`config.mk`:
```
export PLATFORM = sky130hd
export DESIGN_NAME = exec_timing_ctrl
export DESIGN_NICKNAME = d
export VERILOG_FILES = /design/src/rtl/exec_timing_pkg.sv /design/src/rtl/exec_phase_track.sv /design/src/rtl/exec_timing_ctrl.sv
export SDC_FILE = /design/constraint.sdc
export NUM_CORES = 1
export LEC_CHECK = 0
export ABC_AREA = 1
export ABC_CLOCK_PERIOD_IN_PS = 18100
export BUFFER_PORTS_ARGS = -buffer_cell sky130_fd_sc_hd__clkbuf_2
export CAP_MARGIN = 20
export CORE_MARGIN = 4
export CORE_UTILIZATION = 30
export CTS_CLUSTER_DIAMETER = 200
export CTS_CLUSTER_SIZE = 40
export DETAILED_ROUTE_END_ITERATION = 6
export PLACE_DENSITY = 0.62
export REMOVE_ABC_BUFFERS = 1
export SYNTH_ARGS = -nofsm -noshare
export SYNTH_HDL_FRONTEND = slang
export SYNTH_SLANG_ARGS = --single-unit
```
`constraint.sdc`:
```
create_clock -name CLK_I -period 18.1 [get_ports CLK_I]
set_input_delay 3.62 -clock CLK_I [delete_from_list [all_inputs] [get_ports CLK_I]]
set_output_delay 3.62 -clock CLK_I [all_outputs]
set_load 0.03 [all_outputs]
```
`src/rtl/exec_timing_pkg.sv`:
```
// Purpose: Shared constants and types for the execute-stage timing control
// Assumes: Two issue slots per execute group, 32 registers, 32-bit data
// Notes:   Phase indices count from the first execute phase as zero
package exec_timing_pkg;
  localparam int NSLOT    = 2;
  localparam int RW       = 5;
  localparam int NREG     = 32;
  localparam int AW       = 32;
  localparam int DW       = 32;
  localparam int NSTG     = 4;
  localparam int PH_ONE   = 0;
  localparam int PH_TWO   = 1;
  localparam int PH_THREE = 2;
  localparam int PH_FOUR  = 3;
  localparam int BR_CW    = 3;

  // Delay slots between a branch's first phase and its target's first phase, which comes six cycles after it
  localparam logic [BR_CW-1:0] BR_DELAY_SLOTS = 3'h5;
  localparam logic [BR_CW-1:0] BR_CNT_ZERO    = 3'h0;
  localparam logic [BR_CW-1:0] BR_CNT_STEP    = 3'h1;

  typedef enum logic [2:0] {
    CLS_NOP    = 3'b000,
    CLS_SINGLE = 3'b001,
    CLS_MULT   = 3'b010,
    CLS_STORE  = 3'b011,
    CLS_LOAD   = 3'b100,
    CLS_BRANCH = 3'b101
  } instr_class_t;

  typedef enum logic {
    BR_IDLE  = 1'b0,
    BR_DELAY = 1'b1
  } br_state_t;
endpackage
```
`src/rtl/exec_phase_track.sv`:
```
// Purpose: Phase tracker for one issue slot, execute phases one to four
// Assumes: A false condition is known when the packet leaves decode
// Notes:   Cancelled instructions travel on as no-operations
`timescale 1ns/1ps
module exec_phase_track (
  input  wire logic                         clk_i,
  input  wire logic                         rst_n_i,
  input  wire logic                         dc_live_i,
  input  exec_timing_pkg::instr_class_t     dc_class_i,
  input  wire logic [exec_timing_pkg::RW-1:0] dc_dst_i,
  output exec_timing_pkg::instr_class_t     cls_o [exec_timing_pkg::NSTG],
  output logic [exec_timing_pkg::RW-1:0]    dst_o [exec_timing_pkg::NSTG]
);
  import exec_timing_pkg::*;

  instr_class_t     cls_r [NSTG];
  logic [RW-1:0]    dst_r [NSTG];
  instr_class_t     live_cls;

  // Killed instruction does nothing from the first phase on
  assign live_cls = dc_live_i ? dc_class_i : CLS_NOP;

  // Whole group moves one phase per clock
  always_ff @(posedge clk_i or negedge rst_n_i) begin
    if (!rst_n_i) begin
      for (int k = 0; k < NSTG; k++) begin
        cls_r[k] <= CLS_NOP;
        dst_r[k] <= '0;
      end
    end else begin
      cls_r[PH_ONE] <= live_cls;
      dst_r[PH_ONE] <= dc_dst_i;
      for (int k = 1; k < NSTG; k++) begin
        cls_r[k] <= cls_r[k-1];
        dst_r[k] <= dst_r[k-1];
      end
    end
  end

  assign cls_o = cls_r;
  assign dst_o = dst_r;
endmodule // exec_phase_track

```
`src/rtl/exec_timing_ctrl.sv`:
```
// Purpose: Execute-stage timing control for a two-slot VLIW pipeline
// Assumes: Packet inputs arrive in the decode phase; operand inputs in
//          the first execute phase; read data returns in phase four
// Notes:   Every output is a flop decoded one phase ahead
`timescale 1ns/1ps
module exec_timing_ctrl (
  input  wire logic                                     CLK_I,
  input  wire logic                                     NRST_I,
  input  wire logic [exec_timing_pkg::NSLOT-1:0]        DC_VALID_I,
  input  wire logic [exec_timing_pkg::NSLOT-1:0]        DC_COND_I,
  input  exec_timing_pkg::instr_class_t                 DC_CLASS_I [exec_timing_pkg::NSLOT],
  input  wire logic [exec_timing_pkg::NSLOT*exec_timing_pkg::RW-1:0] DC_DST_I,
  input  wire logic [exec_timing_pkg::NSLOT*exec_timing_pkg::RW-1:0] DC_PTR_I,
  input  wire logic [exec_timing_pkg::NSLOT-1:0]        DC_PTR_MOD_I,
  input  wire logic [exec_timing_pkg::NSLOT-1:0]        OP_SAT_I,
  input  wire logic [exec_timing_pkg::NSLOT*exec_timing_pkg::AW-1:0] OP_ADDR_I,
  input  wire logic [exec_timing_pkg::NSLOT*exec_timing_pkg::DW-1:0] OP_WDATA_I,
  input  wire logic [exec_timing_pkg::NSLOT*exec_timing_pkg::DW-1:0] MEM_RDATA_I,
  output logic [exec_timing_pkg::NSLOT-1:0]             WB1_WE_O,
  output logic [exec_timing_pkg::NSLOT*exec_timing_pkg::RW-1:0] WB1_WA_O,
  output logic [exec_timing_pkg::NSLOT-1:0]             PTR_WE_O,
  output logic [exec_timing_pkg::NSLOT*exec_timing_pkg::RW-1:0] PTR_WA_O,
  output logic [exec_timing_pkg::NSLOT-1:0]             WB2_WE_O,
  output logic [exec_timing_pkg::NSLOT*exec_timing_pkg::RW-1:0] WB2_WA_O,
  output logic                                          SAT_SET_O,
  output logic [exec_timing_pkg::NSLOT-1:0]             MEM_REQ_O,
  output logic [exec_timing_pkg::NSLOT-1:0]             MEM_WE_O,
  output logic [exec_timing_pkg::NSLOT*exec_timing_pkg::AW-1:0] MEM_ADDR_O,
  output logic [exec_timing_pkg::NSLOT*exec_timing_pkg::DW-1:0] MEM_WDATA_O,
  output logic [exec_timing_pkg::NSLOT-1:0]             MEM_RD_O,
  output logic [exec_timing_pkg::NSLOT-1:0]             MEM_WR_O,
  output logic [exec_timing_pkg::NSLOT-1:0]             WB5_WE_O,
  output logic [exec_timing_pkg::NSLOT*exec_timing_pkg::RW-1:0] WB5_WA_O,
  output logic [exec_timing_pkg::NSLOT*exec_timing_pkg::DW-1:0] WB5_WD_O,
  output logic                                          BR_FETCH_O,
  output logic                                          BR_TARGET_O,
  output logic [exec_timing_pkg::NREG-1:0]              BUSY_O
);
  import exec_timing_pkg::*;

  logic                 rst_meta_r;
  logic                 rst_n;
  logic [NSLOT-1:0]     dc_live;
  logic [NSLOT-1:0]     wb1_we_nxt;
  logic [NSLOT-1:0]     ptr_we_nxt;
  logic [NSLOT-1:0]     wb2_we_nxt;
  logic [NSLOT*RW-1:0]  wb2_wa_nxt;
  logic [NSLOT-1:0]     sat_hit;
  logic [NSLOT-1:0]     mem_req_nxt;
  logic [NSLOT-1:0]     mem_we_nxt;
  logic [NSLOT-1:0]     mem_rd_nxt;
  logic [NSLOT-1:0]     mem_wr_nxt;
  logic [NSLOT-1:0]     wb5_we_nxt;
  logic [NSLOT*RW-1:0]  wb5_wa_nxt;
  logic [NSLOT-1:0]     br_hit;
  logic                 br_fetch_nxt;
  logic                 br_target_nxt;
  logic [NREG-1:0]      busy_nxt;
  br_state_t            br_state_r;
  br_state_t            br_state_nxt;
  logic [BR_CW-1:0]     br_cnt_r;
  logic [BR_CW-1:0]     br_cnt_nxt;
  instr_class_t         cls_s [NSLOT][NSTG];
  logic [RW-1:0]        dst_s [NSLOT][NSTG];

  // Reset released through two flops; the rest runs on the clean copy
  always_ff @(posedge CLK_I or negedge NRST_I) begin
    if (!NRST_I) begin
      rst_meta_r <= 1'b0;
      rst_n      <= 1'b0;
    end else begin
      rst_meta_r <= 1'b1;
      rst_n      <= rst_meta_r;
    end
  end

  for (genvar s = 0; s < NSLOT; s++) begin : g_slot
    exec_phase_track u_track (
      .clk_i      (CLK_I),
      .rst_n_i    (rst_n),
      .dc_live_i  (dc_live[s]),
      .dc_class_i (DC_CLASS_I[s]),
      .dc_dst_i   (DC_DST_I[s*RW +: RW]),
      .cls_o      (cls_s[s]),
      .dst_o      (dst_s[s])
    );

    // Condition resolved before any later-phase work
    assign dc_live[s]     = DC_VALID_I[s] & DC_COND_I[s];
    assign wb1_we_nxt[s]  = dc_live[s] & (DC_CLASS_I[s] == CLS_SINGLE);
    assign ptr_we_nxt[s]  = dc_live[s] & DC_PTR_MOD_I[s] &
                            ((DC_CLASS_I[s] == CLS_LOAD) ||
                             (DC_CLASS_I[s] == CLS_STORE));
    assign br_hit[s]      = dc_live[s] & (DC_CLASS_I[s] == CLS_BRANCH);
    assign wb2_we_nxt[s]  = (cls_s[s][PH_ONE] == CLS_MULT);
    assign wb2_wa_nxt[s*RW +: RW] = dst_s[s][PH_ONE];
    assign sat_hit[s]     = OP_SAT_I[s] & (cls_s[s][PH_ONE] == CLS_SINGLE);
    assign mem_req_nxt[s] = (cls_s[s][PH_ONE] == CLS_LOAD) ||
                            (cls_s[s][PH_ONE] == CLS_STORE);
    assign mem_we_nxt[s]  = (cls_s[s][PH_ONE] == CLS_STORE);
    assign mem_rd_nxt[s]  = (cls_s[s][PH_TWO] == CLS_LOAD);
    assign mem_wr_nxt[s]  = (cls_s[s][PH_TWO] == CLS_STORE);
    assign wb5_we_nxt[s]  = (cls_s[s][PH_FOUR] == CLS_LOAD);
    assign wb5_wa_nxt[s*RW +: RW] = dst_s[s][PH_FOUR];

  end

  // Branch target sits in fetch now; it reaches phase one after five slots
  assign br_fetch_nxt = |br_hit;

  always_comb begin
    br_state_nxt  = br_state_r;
    br_cnt_nxt    = br_cnt_r;
    br_target_nxt = 1'b0;
    case (br_state_r)
      BR_IDLE: begin
        br_cnt_nxt = BR_CNT_ZERO;
      end
      BR_DELAY: begin
        if (br_cnt_r == BR_CNT_ZERO) begin
          br_target_nxt = 1'b1;
          br_state_nxt  = BR_IDLE;
        end else begin
          br_cnt_nxt = br_cnt_r - BR_CNT_STEP;
        end
      end
      default: begin
        br_state_nxt = BR_IDLE;
        br_cnt_nxt   = BR_CNT_ZERO;
      end
    endcase
    // A later branch restarts the delay; the newest target wins
    if (br_fetch_nxt) begin
      br_state_nxt = BR_DELAY;
      br_cnt_nxt   = BR_DELAY_SLOTS;
    end
  end

  // Pending writes hide a register only; other results stay usable
  always_comb begin
    busy_nxt = '0;
    for (int s = 0; s < NSLOT; s++) begin
      if (cls_s[s][PH_ONE] == CLS_MULT || cls_s[s][PH_ONE] == CLS_LOAD) begin
        busy_nxt[dst_s[s][PH_ONE]] = 1'b1;
      end
      for (int k = PH_TWO; k < NSTG; k++) begin
        if (cls_s[s][k] == CLS_LOAD) begin
          busy_nxt[dst_s[s][k]] = 1'b1;
        end
      end
    end
  end

  always_ff @(posedge CLK_I or negedge rst_n) begin
    if (!rst_n) begin
      br_state_r <= BR_IDLE;
      br_cnt_r   <= BR_CNT_ZERO;
    end else begin
      br_state_r <= br_state_nxt;
      br_cnt_r   <= br_cnt_nxt;
    end
  end

  // Phase one outputs
  always_ff @(posedge CLK_I or negedge rst_n) begin
    if (!rst_n) begin
      WB1_WE_O   <= '0;
      WB1_WA_O   <= '0;
      PTR_WE_O   <= '0;
      PTR_WA_O   <= '0;
      BR_FETCH_O <= 1'b0;
    end else begin
      WB1_WE_O   <= wb1_we_nxt;
      WB1_WA_O   <= DC_DST_I;
      PTR_WE_O   <= ptr_we_nxt;
      PTR_WA_O   <= DC_PTR_I;
      BR_FETCH_O <= br_fetch_nxt;
    end
  end

  // Phase two outputs; operands are taken while in phase one
  always_ff @(posedge CLK_I or negedge rst_n) begin
    if (!rst_n) begin
      WB2_WE_O    <= '0;
      WB2_WA_O    <= '0;
      SAT_SET_O   <= 1'b0;
      MEM_REQ_O   <= '0;
      MEM_WE_O    <= '0;
      MEM_ADDR_O  <= '0;
      MEM_WDATA_O <= '0;
    end else begin
      WB2_WE_O    <= wb2_we_nxt;
      WB2_WA_O    <= wb2_wa_nxt;
      SAT_SET_O   <= |sat_hit;
      MEM_REQ_O   <= mem_req_nxt;
      MEM_WE_O    <= mem_we_nxt;
      MEM_ADDR_O  <= OP_ADDR_I;
      MEM_WDATA_O <= OP_WDATA_I;
    end
  end

  // Phase three to five outputs, plus busy flags from phase two on; read data sampled at the core edge
  always_ff @(posedge CLK_I or negedge rst_n) begin
    if (!rst_n) begin
      MEM_RD_O    <= '0;
      MEM_WR_O    <= '0;
      WB5_WE_O    <= '0;
      WB5_WA_O    <= '0;
      WB5_WD_O    <= '0;
      BR_TARGET_O <= 1'b0;
      BUSY_O      <= '0;
    end else begin
      MEM_RD_O    <= mem_rd_nxt;
      MEM_WR_O    <= mem_wr_nxt;
      WB5_WE_O    <= wb5_we_nxt;
      WB5_WA_O    <= wb5_wa_nxt;
      WB5_WD_O    <= MEM_RDATA_I;
      BR_TARGET_O <= br_target_nxt;
      BUSY_O      <= busy_nxt;
    end
  end
endmodule // exec_timing_ctrl

```
# After elaboration in Yosys (flattened, before gate mapping)
# Index checks and enable logic that the tools add are counted.
[totals]
register_bits = 353
output_inout_bits = 283
elab_cells = 152
[op_classes]
add_sub_neg = 1
n_lt_le_gt_ge = 16
n_eq_ne = 25
muxes = 34
bitwise = 20
reduce_logical = 17
[op_table]
columns = ["operator", "n"]
rows = [
  ["$mux 32", 8],
  ["$or 32x32->32", 7],
  ["$lt 5x6->1 const B", 8],
  ["$demux 1 s5", 8],
  ["$ge 5x1->1 const B", 8],
  ["$eq 3x3->1 const B", 12],
  ["$eq 3x2->1 const B", 8],
  ["$mux 1", 13],
  ["$and 1x1->1", 12],
  ["$eq 3x1->1 const B", 4],
  ["$mux 3", 4],
  ["$logic_and 1x1->1", 8],
  ["$logic_or 1x1->1", 6],
  ["$pmux 3 s2", 1],
  ["$reduce_or 2->1", 2],
  ["$logic_not 3->1", 1],
  ["$ne 3x3->1 const B", 1],
  ["$sub 3x1->3 const B", 1],
  ["$not 1->1", 1],
]

# Longest topological paths before layout
# Gate-level depths: netlist of the first run.
[depth]
word_depth = 19
mapped_depth = 8
ltp_nobuf = 7

# Modules after synthesis
# From an unflattened synthesis of the first run, not the netlist that was laid out.
[unflattened]
hier_cells = 1185
hier_area_um2 = 12279.3
[modules_own_cells]
columns = ["module", "n_inst", "cells_each", "area_each_um2"]
rows = [
  ["exec_timing_ctrl", 1, 1109, 10632.7],
  ["exec_phase_track", 2, 38, 823.3],
]

# Least setup slack after synthesis of the first run
# No wires, ideal clock.
[synth_timing]
kind = "register to output"
start = "register WB2_WA_O[9] (netlist bit)"
end = "output port WB2_WA_O[9] (netlist bit)"
arrival_ns = 0.667
t_required_ns = 14.480
setup_slack_ns = 13.813
path_stages_with_launch = 2
path_buffers = 1
cell_sequence = "dfrtp_1 buf_4"
[synth_lines]
columns = ["element", "line_no", "rtl"]
rows = [
  ["start: declaration", "exec_timing_ctrl.sv:24", "output logic [exec_timing_pkg::NSLOT*exec_timing_pkg::RW-1:0] WB2_WA_O,"],
  ["start signal: assignment", "exec_timing_ctrl.sv:193", "WB2_WA_O <= wb2_wa_nxt;"],
]
# No word-level cell between the ends.

# Final worst setup path of the first run
[layout_timing]
start = "register WB2_WA_O[9] (netlist bit)"
end = "output port WB2_WA_O[9] (netlist bit)"
# No word-level cell between the ends.

==> results of run 1 <==
==> area by class of cell <==
type,count,area share
diodes,3,0.0004890
flip-flops and latches,333,0.5430
inverters,78,0.01907
clock buffers,13,0.01980
well taps,518,0.04221
clock inverters,2,0.003015
repair buffers,515,0.1700
multi-input cells,747,0.2024
==> cell usage in the layout (no fill, tap or decap) <==
master	n
sky130_fd_sc_hd__inv_2	10
sky130_fd_sc_hd__o22ai_1	1
sky130_fd_sc_hd__clkbuf_2	510
sky130_fd_sc_hd__clkbuf_1	1
sky130_fd_sc_hd__clkbuf_16	12
sky130_fd_sc_hd__xnor2_1	1
sky130_fd_sc_hd__diode_2	3
sky130_fd_sc_hd__dfrtp_4	1
sky130_fd_sc_hd__a21oi_1	1
sky130_fd_sc_hd__nor2_2	21
sky130_fd_sc_hd__buf_4	4
sky130_fd_sc_hd__nand3_2	2
sky130_fd_sc_hd__nor4_1	1
sky130_fd_sc_hd__clkinv_16	1
sky130_fd_sc_hd__a211oi_1	1
sky130_fd_sc_hd__o32ai_1	1
sky130_fd_sc_hd__nand3_1	29
sky130_fd_sc_hd__nor3_1	9
sky130_fd_sc_hd__nand2_1	472
sky130_fd_sc_hd__conb_1	1
sky130_fd_sc_hd__inv_1	68
sky130_fd_sc_hd__buf_16	1
sky130_fd_sc_hd__clkinv_8	1
sky130_fd_sc_hd__nor3_2	21
sky130_fd_sc_hd__nor2_1	172
sky130_fd_sc_hd__o21ai_0	6
sky130_fd_sc_hd__dfrtp_1	332
sky130_fd_sc_hd__nand2_2	6
sky130_fd_sc_hd__ha_1	2
==> power by group through the flow <==
stage	Clock [W]	Sequential, W	Combinational (W)
detailed placement	0	0.000816	0.000185
CTS	0.000369	0.000802	0.000185
finish	0.000353	0.000801	0.000183
global placement	0	0.000814	0.000183
global route	0.000397	0.000806	0.000198
floorplan	0	0.000882	0.0000336
==> registers in the layout (all words and copies together), names as in the netlist, 2 cells and up <==
register and cells:
WB1_WA_O 6, WB5_WA_O 10, BUSY_O 32, g_slot.u_track.cls_o 24, PTR_WA_O 10, br_cnt_r 3
MEM_WR_O 2, WB5_WE_O 2, MEM_WE_O 2, MEM_ADDR_O 64, WB1_WE_O 2, g_slot.u_track.dst_o 26
WB2_WA_O 8, PTR_WE_O 2, MEM_REQ_O 2, WB5_WD_O 64, MEM_WDATA_O 64, MEM_RD_O 2
WB2_WE_O 2
==> how the worst min path moves through the flow <==
stage                              to  cells after the start       start
final                     br_cnt_r[0]                      0       rst_n
after detailed placement        rst_n                      0  rst_meta_r
after CTS                 BR_TARGET_O                      0       rst_n
after floorplan                 rst_n                      0  rst_meta_r
after global placement          rst_n                      0  rst_meta_r
after global routing       br_state_r                      0       rst_n
==> worst register-to-register path: cells and delay by family (launching register included) <==
family / cells / cell delay [ns]
flops: 1 / 0.82
buf+inv: 3 / 1.36
==> metal layers <==
layer,GRT usage,share of wire
met4,0.05404,0.030
met2,0.3255,0.49
met5,0,0.00050
met3,0.05244,0.085
met1,0.2362,0.39
==> synth_stat cells <==
cell type                  number
sky130_fd_sc_hd__o22ai_1        1
sky130_fd_sc_hd__ha_1           2
sky130_fd_sc_hd__inv_1         68
sky130_fd_sc_hd__nand3_2        2
sky130_fd_sc_hd__buf_4         23
sky130_fd_sc_hd__nor3_2        21
sky130_fd_sc_hd__a21oi_1        1
sky130_fd_sc_hd__nor3_1         9
sky130_fd_sc_hd__o32ai_1        1
sky130_fd_sc_hd__conb_1         1
sky130_fd_sc_hd__a211oi_1       1
sky130_fd_sc_hd__inv_2         10
sky130_fd_sc_hd__dfrtp_1      333
sky130_fd_sc_hd__nand2_2        6
sky130_fd_sc_hd__nor2_1       172
sky130_fd_sc_hd__nor4_1         1
sky130_fd_sc_hd__nor2_2        21
sky130_fd_sc_hd__xnor2_1        1
sky130_fd_sc_hd__nand2_1      472
sky130_fd_sc_hd__o21ai_0        6
sky130_fd_sc_hd__nand3_1       29
sky130_fd_sc_hd__buf_6          3
==> per-stage QoR <==
| stage | area (um2) | power [W] | util |
|---|---|---|---|
| global placement | 14970 | 0.0009971 | 0.3837 |
| finish | 15350 | 0.001336 | 0.3936 |
| global route | 15350 | 0.001400 | 0.3935 |
| detailed placement | 14970 | 0.001000 | 0.3837 |
| floorplan | 11730 | 0.0009156 | - |
| CTS | 15320 | 0.001355 | 0.3927 |
==> logic make-up after synthesis <==
group,after synthesis,share of synthesized area
DFF,333,0.6979
other,1,0.0003141
adders and majority gates,2,0.002095
AOI/OAI and AO/OA,10,0.004821
xor gates and xnor gates,1,0.0007337
and+or+nand+nor,733,0.2523
buffers and inverters,104,0.04181
==> flow_metrics.tcl, run 1 <==
set metrics [dict create \
    grt_antenna_before_repair 5 \
    timing.final.ws_setup_ns 13.13 \
    die_w_um 207.5 \
    number_of_i_o_port_buffers 510 \
    final_min_period_over_clock_period 0.2746 \
    maxCapViolations 0 \
    io_pins 511 \
    end_of_the_worst_register_to_register_path "WB5_WD_O[36]" \
    fp.coreArea_um2 39010 \
    cp_num_buf_inv 1 \
    tritoncts "done" \
    sw_frac_of_total 0.2843 \
    synth.cell_area_um2 11940 \
    yosysUniqueCellTypes 22 \
    clkLatencyLatePin_ns 0.54 \
    fillers 3899 \
    critical-path-top-delay-family "flip-flops" \
    critPathLaunch "WB2_WA_O[9]" \
    routedWlPerCell_um 19.04 \
    drt_first_pass_iters 6 \
    fp.dieArea_um2 43060 \
    grt-ovfl-total 0 \
    fin_worst_hold_slack_ns 0.3333 \
    crit_end "WB2_WA_O[9]" \
    critPathArrivalTime_ns 1.35 \
    worstSetupPathType "reg2out" \
    crit-reg2reg-launch "rst_n" \
    synthesis.yosys.warnings 0 \
    cts_resized 0 \
    place.detailed.hpwl_um 34480 \
    synthesis.area_per_instance_um2 10.08 \
    finClkSkew_ns 0.04128 \
    route.vias.total 9667 \
    htree_levels 1 \
    place.detailed.instances 2190 \
    detail_route.drc_violations 0 \
    outcome "finished clean" \
    final.setup.tns_ns 0 \
    synth.ff_latch_count 333 \
    crit_cells 1 \
    avgViaCountPerCell 4.376 \
    place.gp.congestion 0.9489 \
    final_nets 1917 \
    dp_worst_setup_slack_ns 13.53 \
    layout.area.seq_um2 8337 \
    setup_viol 0 \
    worst_path_largest_cell_delay_ns 0.56 \
    slowest_stage "sky130_fd_sc_hd__dfrtp_1" \
    post_cts.repair.setup_buffers 0 \
    instances_no_fill 2209 \
    netlist.area_leader.share 0.6979 \
    clock_pin_slew_reported_for_the_worst_setup_and_hold_paths_after_clock_tree_synthesis_ns 0.14 \
    grt.total_usage 0.1898 \
    power.density_nw_per_um2 87.05 \
    cts.path.max_buffers 3 \
    grt_max_degree 81 \
    holdCritPathClass "reg2async" \
    peakVddDrop_v 0.00009690 \
    effective_utilization_at_floorplan 0.3061 \
    detailedRoute.firstIterationViolations 708 \
    numCtsBuffers 12 \
    via_count_of_the_first_global_routing_pass 10110 \
    cell_chain_critical_path "clkbuf_2" \
    root_buffer "sky130_fd_sc_hd__clkbuf_16" \
    synth-seq-area-share 0.6979 \
    switchingPower_w 0.0003799 \
    worst-r2r-setup-slack_ns 15.94 \
    synth_top_area_cell "sky130_fd_sc_hd__dfrtp_1" \
    ctsHoldBuffers 0 \
    syn2layout_area_growth_pct 28.59 \
    hold_viol 0 \
    worstRegToRegCells 3 \
    max_slew_margin 0.3789 \
    fp.dieH_um 207.5 \
    total_leakage_power_nw 8.568 \
    worst_pin_slew_ns 0.9316 \
    p_comb_frac 0.137 \
    clkPwrFrac 0.264 \
    timing.critical_path.fanout_max 8 \
    setup.worst_path.end_class "output pin" \
    clock_sink_count 333 \
    fmax_mhz 201.2 \
    maxSlewViolCount 0 \
    startpoint_class_of_the_critical_path "flop" \
    multiInputGateArea_um2 3108 \
    postSynthCellCount 1184 \
    rsz_0062_raised_after_global_routing "no" \
    drive_gt1_frac 0.3495 \
    number_of_nets_with_antenna_violations_after_detailed_routing 0 \
    route.final.wire_length_um 42070 \
    part_of_the_power_in_registers 0.599 \
    cell_internal_pwr_w 0.0009565 \
    grt_first_pass_wirelength_um 62780 \
    synth.top_cells.by_area "sky130_fd_sc_hd__dfrtp_1 (70%), sky130_fd_sc_hd__nand2_1 (15%), sky130_fd_sc_hd__nor2_1 (5.4%), sky130_fd_sc_hd__inv_1 (2.1%), sky130_fd_sc_hd__nor3_2 (1.8%)" \
    rows 72 \
    worstPathRequired_ns 14.48 \
    fin_crit_ns 4.971 \
]
(Power assumes the default switching activity.)
==> run 2, diff against run 1 <==
--- a/config.mk
+++ b/config.mk
@@ -5,8 +5,8 @@
 export SDC_FILE = /design/constraint.sdc
 export NUM_CORES = 1
 export LEC_CHECK = 0
-export ABC_AREA = 1
-export ABC_CLOCK_PERIOD_IN_PS = 18100
+export ABC_AREA = 0
+export ABC_CLOCK_PERIOD_IN_PS = 4400
 export BUFFER_PORTS_ARGS = -buffer_cell sky130_fd_sc_hd__clkbuf_2
 export CAP_MARGIN = 20
 export CORE_MARGIN = 4
@@ -14,7 +14,7 @@
 export CTS_CLUSTER_DIAMETER = 200
 export CTS_CLUSTER_SIZE = 40
 export DETAILED_ROUTE_END_ITERATION = 6
-export PLACE_DENSITY = 0.62
+export PLACE_DENSITY = 0.64
 export REMOVE_ABC_BUFFERS = 1
 export SYNTH_ARGS = -nofsm -noshare
 export SYNTH_HDL_FRONTEND = slang
==> constraint.sdc (replaced) <==
create_clock -name CLK_I -period 4.4 [get_ports CLK_I]
set_input_delay 0.88 -clock CLK_I [delete_from_list [all_inputs] [get_ports CLK_I]]
set_output_delay 0.88 -clock CLK_I [all_outputs]
set_load 0.03 [all_outputs]
==> run 2 against run 1 <==
Wire length grew 11%. Sequential power grew to 4.2 times the previous value. Via count shrank 5.8%. Synthesized cell count shrank 32%. Critical path depth is the same. Register-to-register slack lost 14 ns. Synthesized area shrank 4.3%. Cell area shrank 3.6%. Worst setup slack lost 11 ns. Final cell count shrank 18%.
==> flow_metrics.tcl, run 2 <==
set metrics [dict create \
    setup_viol 0 \
    part_of_the_power_in_registers 0.605 \
    synthesis.yosys.warnings 0 \
    die_w_um 203.2 \
    fp.dieArea_um2 41270 \
    io_pins 511 \
    clkLatencyLatePin_ns 0.53 \
    timing.critical_path.fanout_max 14 \
    multiInputGateArea_um2 2783 \
    dominantRegCellSynth "sky130_fd_sc_hd__dfrtp_1" \
    effective_utilization_at_floorplan 0.3041 \
    drt_first_pass_iters 6 \
    place.detailed.instances 1789 \
    grt_first_pass_wirelength_um 67240 \
    peakVddDrop_v 0.0003745 \
    layout_common_cells "sky130_fd_sc_hd__clkbuf_2 (510), sky130_fd_sc_hd__dfrtp_1 (332), sky130_fd_sc_hd__nor2_1 (41)" \
    hold_viol 0 \
    grt-ovfl-total 0 \
    critPathArrivalTime_ns 1.71 \
    detailedRoute.firstIterationViolations 860 \
    worstSetupPathType "reg2out" \
    synth_top_area_cell "sky130_fd_sc_hd__dfrtp_1" \
    startpoint_class_of_the_critical_path "flop" \
    clkPwrFrac 0.267 \
    numCtsBuffers 12 \
    cts.path.max_buffers 3 \
    cell_internal_pwr_w 0.003932 \
    switchingPower_w 0.001584 \
    fillers 3700 \
    fp.coreArea_um2 37580 \
    netlist.area_leader.share 0.7293 \
    power.density_nw_per_um2 372.6 \
    place.detailed.hpwl_um 37240 \
    finClkSkew_ns 0.03646 \
    cell_chain_critical_path "clkbuf_2" \
    worst_pin_slew_ns 1.099 \
    root_buffer "sky130_fd_sc_hd__clkbuf_16" \
    place.gp.congestion 1.011 \
    synthesis.area_per_instance_um2 14.16 \
    final_min_period_over_clock_period 0.5876 \
    syn2layout_area_growth_pct 29.57 \
    final_nets 1522 \
    worst_path_largest_cell_delay_ns 0.82 \
    route.final.wire_length_um 46480 \
    rsz_0062_raised_after_global_routing "no" \
    clock_pin_slew_reported_for_the_worst_setup_and_hold_paths_after_clock_tree_synthesis_ns 0.14 \
    clock_sink_count 333 \
    yosys.cell_count.top_type "sky130_fd_sc_hd__dfrtp_1" \
    via_count_of_the_first_global_routing_pass 9471 \
    utilization 0.3940 \
    n_antenna_cell 0 \
    max_slew_margin 0.2568 \
    synth-edff-count 0 \
    cp_num_buf_inv 1 \
    final.setup.tns_ns 0 \
    post_cts.repair.setup_buffers 0 \
    synth.top_cells.by_area "sky130_fd_sc_hd__dfrtp_1 (73%), sky130_fd_sc_hd__a22oi_1 (2.6%), sky130_fd_sc_hd__o22ai_1 (2.1%), sky130_fd_sc_hd__nor2_1 (1.3%), sky130_fd_sc_hd__buf_4 (1.3%)" \
    synth-seq-area-share 0.7293 \
    layout.area.seq_um2 8337 \
    setup.worst_path.end_class "output pin" \
    tritoncts "done" \
    layout.cells.most_common "sky130_fd_sc_hd__clkbuf_2" \
    grt_antenna_before_repair 3 \
    number_of_i_o_port_buffers 510 \
    dp_worst_setup_slack_ns 2.245 \
    sw_frac_of_total 0.2872 \
    synth.cell_area_um2 11430 \
    slowest_stage "sky130_fd_sc_hd__dfrtp_1" \
    holdCritPathClass "in2async" \
    worstPathRequired_ns 3.52 \
    htree_levels 1 \
    detail_route.drc_violations 0 \
    total_leakage_power_nw 7.298 \
    synth.ff_latch_count 333 \
    grt_max_degree 100 \
    maxCapViolations 0 \
    route.vias.total 9107 \
    maxSlewViolCount 0 \
    cts_resized 0 \
    yosysUniqueCellTypes 62 \
    rows 71 \
    outcome "finished clean" \
    fp.dieH_um 203.2 \
    p_comb_frac 0.128 \
    largestRegisters "MEM_ADDR_O: 64 flops, MEM_WDATA_O: 64 flops, WB5_WD_O: 64 flops" \
    grt.total_usage 0.2200 \
    instances_no_fill 1804 \
    drive_gt1_frac 0.4246 \
    yosys-top-cells-count "sky130_fd_sc_hd__dfrtp_1 (333), sky130_fd_sc_hd__nor2_1 (41), sky130_fd_sc_hd__a22oi_1 (40)" \
    critical-path-top-delay-family "flip-flops" \
    timing.final.ws_setup_ns 1.815 \
    fraction_of_registers_with_async_set_reset 1.000 \
    routedWlPerCell_um 25.77 \
    number_of_nets_with_antenna_violations_after_detailed_routing 0 \
    avgViaCountPerCell 5.048 \
    fmax_mhz 386.8 \
    fin_crit_ns 2.585 \
    ctsHoldBuffers 0 \
    postSynthCellCount 807 \
]
[run 2: worst paths after layout]
| path | start | to | slack [ns] | cells past startpoint |
|---|---|---|---|---|
| min in group CLK_I | rst_meta_r | rst_n | 0.37 | 0 |
| max reg2reg | g_slot[1].u_track.dst_o[7] | BUSY_O[18] | 2.19 | 4 |
| max in group asynchronous | rst_n | WB5_WD_O[1] | 2.74 | 1 |
| min | NRST_I | rst_n | 0.1 | 1 |
| min reg2reg | rst_meta_r | rst_n | 0.37 | 0 |
| max | g_slot[1].u_track.dst_o[17] | WB1_WA_O[7] | 1.81 | 1 |
[run 2: cell type report]
type	instances	area share
clock inverter	2	0.003127
timing repair buffer	514	0.1770
tap	511	0.04319
sequential	333	0.5631
multi-input combinational	411	0.1880
inverter	20	0.005071
clock buffer	13	0.02054
[run 2: kinds of logic after synthesis]
| kind of cell | count (synthesis) | share of synthesized area |
|---|---|---|
| muxes | 1 | 0.0008761 |
| DFF | 333 | 0.7293 |
| and+or+nand+nor | 269 | 0.1467 |
| xor gates and xnor gates | 5 | 0.005147 |
| adders and majority gates | 2 | 0.002190 |
| other | 1 | 0.0003282 |
| buffers and inverters | 63 | 0.02825 |
| AOI/OAI and AO/OA | 133 | 0.08716 |
[run 2: routing by layer]
metal	up-vias	track usage	part of all wire
met5	-	0	0.00047
met4	4	0.05661	0.029
met1	4511	0.2882	0.39
li1	3854	-	-
met3	112	0.07171	0.11
met2	626	0.3568	0.47
[run 2: power by group through the flow]
stage / sequential (W) / clock, W / combinational, W
after CTS: 0.00334 / 0.00154 / 0.000713
final: 0.00334 / 0.00147 / 0.000706
after global placement: 0.00340 / 0 / 0.000714
after floorplan: 0.00363 / 0 / 0.0000978
after detailed placement: 0.00340 / 0 / 0.000712
after global routing: 0.00336 / 0.00165 / 0.000748
[run 2: through the flow]
stage / hold WS (ns) / instance area [um2] / power, W
final: 0.09573 / 14800 / 0.005516
after floorplan: 0.3312 / 11180 / 0.003727
after detailed placement: 0.3405 / 14450 / 0.004110
after global routing: 0.04000 / 14800 / 0.005759
after CTS: 0.05349 / 14800 / 0.005596
after global placement: 0.3368 / 14450 / 0.004110
==> run 3, diff against run 2 <==
--- a/config.mk
+++ b/config.mk
@@ -6,7 +6,7 @@
 export NUM_CORES = 1
 export LEC_CHECK = 0
 export ABC_AREA = 0
-export ABC_CLOCK_PERIOD_IN_PS = 4400
+export ABC_CLOCK_PERIOD_IN_PS = 2200
 export BUFFER_PORTS_ARGS = -buffer_cell sky130_fd_sc_hd__clkbuf_2
 export CAP_MARGIN = 20
 export CORE_MARGIN = 4
==> constraint.sdc (replaced) <==
create_clock -name CLK_I -period 2.2 [get_ports CLK_I]
set_input_delay 0.44 -clock CLK_I [delete_from_list [all_inputs] [get_ports CLK_I]]
set_output_delay 0.44 -clock CLK_I [all_outputs]
set_load 0.03 [all_outputs]
==> run 3 against run 2 <==
Worst setup slack lost 1.6 ns. Sequential share of layout area shrank 7.2 points. Core utilization grew 5.8 points. Final cell count grew 13%. Count of clock-buffer cells in the layout grew 1. Clock skew is essentially flat. Wire length grew 6.2%. Global-route usage grew 1.4 points. Critical path depth grew 3. First-iteration DRC count grew 8.1%. Sequential power grew 99%. Flip-flop and latch count is the same. Largest cell class unchanged.
==> flow_metrics.tcl, run 3 (synthesis gave the netlist of run 2 again) <==
set metrics [dict create \
    outcome "finished clean" \
    met3_resource_use_gr 0.06965 \
    crit-reg2reg-launch "g_slot[1].u_track.cls_o[11]" \
    critPathArrivalTime_ns 2.46 \
    number_of_nets_with_antenna_violations_after_detailed_routing 0 \
    peakVddDrop_v 0.0008613 \
    n_antenna_cell 0 \
    layout_common_cells "sky130_fd_sc_hd__clkbuf_2 (510), sky130_fd_sc_hd__dfrtp_1 (332), sky130_fd_sc_hd__dlygate4sd3_1 (185)" \
    total_leakage_power_nw 8.289 \
    setup_viol 0 \
    clock_pin_slew_reported_for_the_worst_setup_and_hold_paths_after_clock_tree_synthesis_ns 0.16 \
    worst_pin_slew_ns 0.7692 \
    via_count_of_the_first_global_routing_pass 10780 \
    effective_utilization_at_floorplan 0.3041 \
    syn2layout_area_growth_pct 48.52 \
    htree_levels 1 \
    place.gp.congestion 0.9867 \
    clkLatencyLatePin_ns 0.52 \
    tritoncts "done" \
    detailedRoute.firstIterationViolations 930 \
    fin_worst_hold_slack_ns 0.03040 \
    avgViaCountPerCell 4.944 \
    grt-ovfl-total 0 \
    die_w_um 203.2 \
    startpoint_class_of_the_critical_path "flop" \
    end_of_the_worst_register_to_register_path "BUSY_O[11]" \
    maxSlewViolCount 0 \
    drive_gt1_frac 0.3883 \
    hold_viol 0 \
    worstPathRequired_ns 2.63 \
    drt_first_pass_iters 6 \
    post_cts.repair.setup_buffers 0 \
    worstHoldStart "MEM_RDATA_I[9]" \
    place.detailed.hpwl_um 37620 \
    layout.cells.most_common "sky130_fd_sc_hd__clkbuf_2" \
    timing.critical_path.fanout_max 7 \
    io_pins 511 \
    fmax_mhz 491.9 \
    max_slew_margin 0.4853 \
    grt.total_usage 0.2337 \
    fp.dieH_um 203.2 \
    grt_use_met2 0.3818 \
    detail_route.drc_violations 0 \
    hold_worst_path_end "WB5_WD_O[9]" \
    cts.path.max_buffers 3 \
    largestRegisters "MEM_ADDR_O: 64 flops, MEM_WDATA_O: 64 flops, WB5_WD_O: 64 flops" \
    finClkSkew_ns 0.03646 \
    instances_no_fill 2033 \
    route.vias.total 10050 \
    utilization 0.4516 \
    clock_sink_count 333 \
    numCtsBuffers 12 \
    holdCritPathClass "in2reg" \
    rows 71 \
    routedWlPerCell_um 24.29 \
    grt_antenna_before_repair 2 \
    power.density_nw_per_um2 673.2 \
    fin_crit_ns 2.033 \
    final_nets 1751 \
    globalRouteMet1Util 0.3032 \
    root_buffer "sky130_fd_sc_hd__clkbuf_16" \
    place.detailed.instances 1833 \
    route.final.wire_length_um 49380 \
    hold-path-cell-count 1 \
    worst-r2r-setup-slack_ns 0.17 \
    fp.coreArea_um2 37580 \
    maxCapViolations 0 \
    worstRegToRegCells 4 \
    number_of_i_o_port_buffers 510 \
    most_used_routing_layer "met2" \
    final_min_period_over_clock_period 0.9240 \
    setup.worst_path.end_class "flop" \
    grt_first_pass_wirelength_um 72490 \
    rsz_0062_raised_after_global_routing "no" \
    worstSetupPathType "reg2reg" \
    fp.dieArea_um2 41270 \
    grt_max_degree 111 \
]
run 3: cell count changes in the layout (fill, tap and decap cells not counted):
cell,change
sky130_fd_sc_hd__nor4b_1,+1
sky130_fd_sc_hd__nor4_1,+1
sky130_fd_sc_hd__nor4_2,-1
sky130_fd_sc_hd__buf_12,-1
sky130_fd_sc_hd__clkinv_8,-1
sky130_fd_sc_hd__clkbuf_16,+1
sky130_fd_sc_hd__buf_4,+45
sky130_fd_sc_hd__nor4b_2,-1
sky130_fd_sc_hd__dlygate4sd3_1,+185
run 3: worst max path at each step:
| stage | from | end | slack [ns] | depth (start not counted) |
|---|---|---|---|---|
| detailed placement | g_slot[1].u_track.cls_o[11] | BUSY_O[11] | 0.17 | 4 |
| finish | g_slot[1].u_track.cls_o[11] | BUSY_O[11] | 0.17 | 4 |
| global route | g_slot[1].u_track.cls_o[11] | BUSY_O[11] | 0.04 | 4 |
| CTS | g_slot[1].u_track.dst_o[17] | WB1_WA_O[7] | 0.14 | 1 |
| global placement | g_slot[1].u_track.cls_o[11] | BUSY_O[11] | 0.23 | 4 |
| floorplan | rst_n | BR_FETCH_O | -7.77 | 0 |
run 3: per-stage QoR:
stage | power (W) | worst slack (ns) | instance area, um2 | TNS [ns]
after detailed placement | 0.008243 | 0.1738 | 14760 | 0
after global routing | 0.01190 | 0.03717 | 16970 | 0
final | 0.01142 | 0.1672 | 16970 | 0
after CTS | 0.01155 | 0.1364 | 16930 | 0
after global placement | 0.008235 | 0.2305 | 14760 | 0
after floorplan | 0.007455 | -7.768 | 11180 | -2571.19
run 3: layer usage:
layer | vias to the layer above | wire length [um]
met1 | 4976 | 19130
met2 | 659 | 23350
met3 | 111 | 5032
li1 | 4303 | -
met5 | - | 13
met4 | 2 | 1855
run 3: layout make-up:
type / count / area [um2]
Clock buffer: 14 / 329.1
Clock inverter: 1 / 30.03
Fill cell: 3444 / 20610
Inverter: 20 / 75.07
Multi-Input combinational cell: 411 / 2770
Sequential cell: 333 / 8337
Tap cell: 511 / 639.4
Timing Repair Buffer: 743 / 4790
run 3: power by group:
group / internal (W) / switching (W) / leakage [nW] / total, W
sequential: 0.00640 / 0.000241 / 4.04 / 0.00664
combinational: 0.000657 / 0.00111 / 4.08 / 0.00177
clock: 0.00111 / 0.00191 / 0.173 / 0.00302
total: 0.00817 / 0.00326 / 8.29 / 0.0114
run 3: what timing repair did:
action,in CTS,in global routing
resized for setup,0,0
endpoints found under the hold margin,182,4
hold buffers,181,4
run 3: worst max-delay path, stage by stage (launching register included):
cell                      delay [ns]
sky130_fd_sc_hd__dfrtp_1        0.51
sky130_fd_sc_hd__xnor2_2        0.44
sky130_fd_sc_hd__or3_1          0.33
sky130_fd_sc_hd__o22ai_1        0.13
sky130_fd_sc_hd__or4_1          0.53
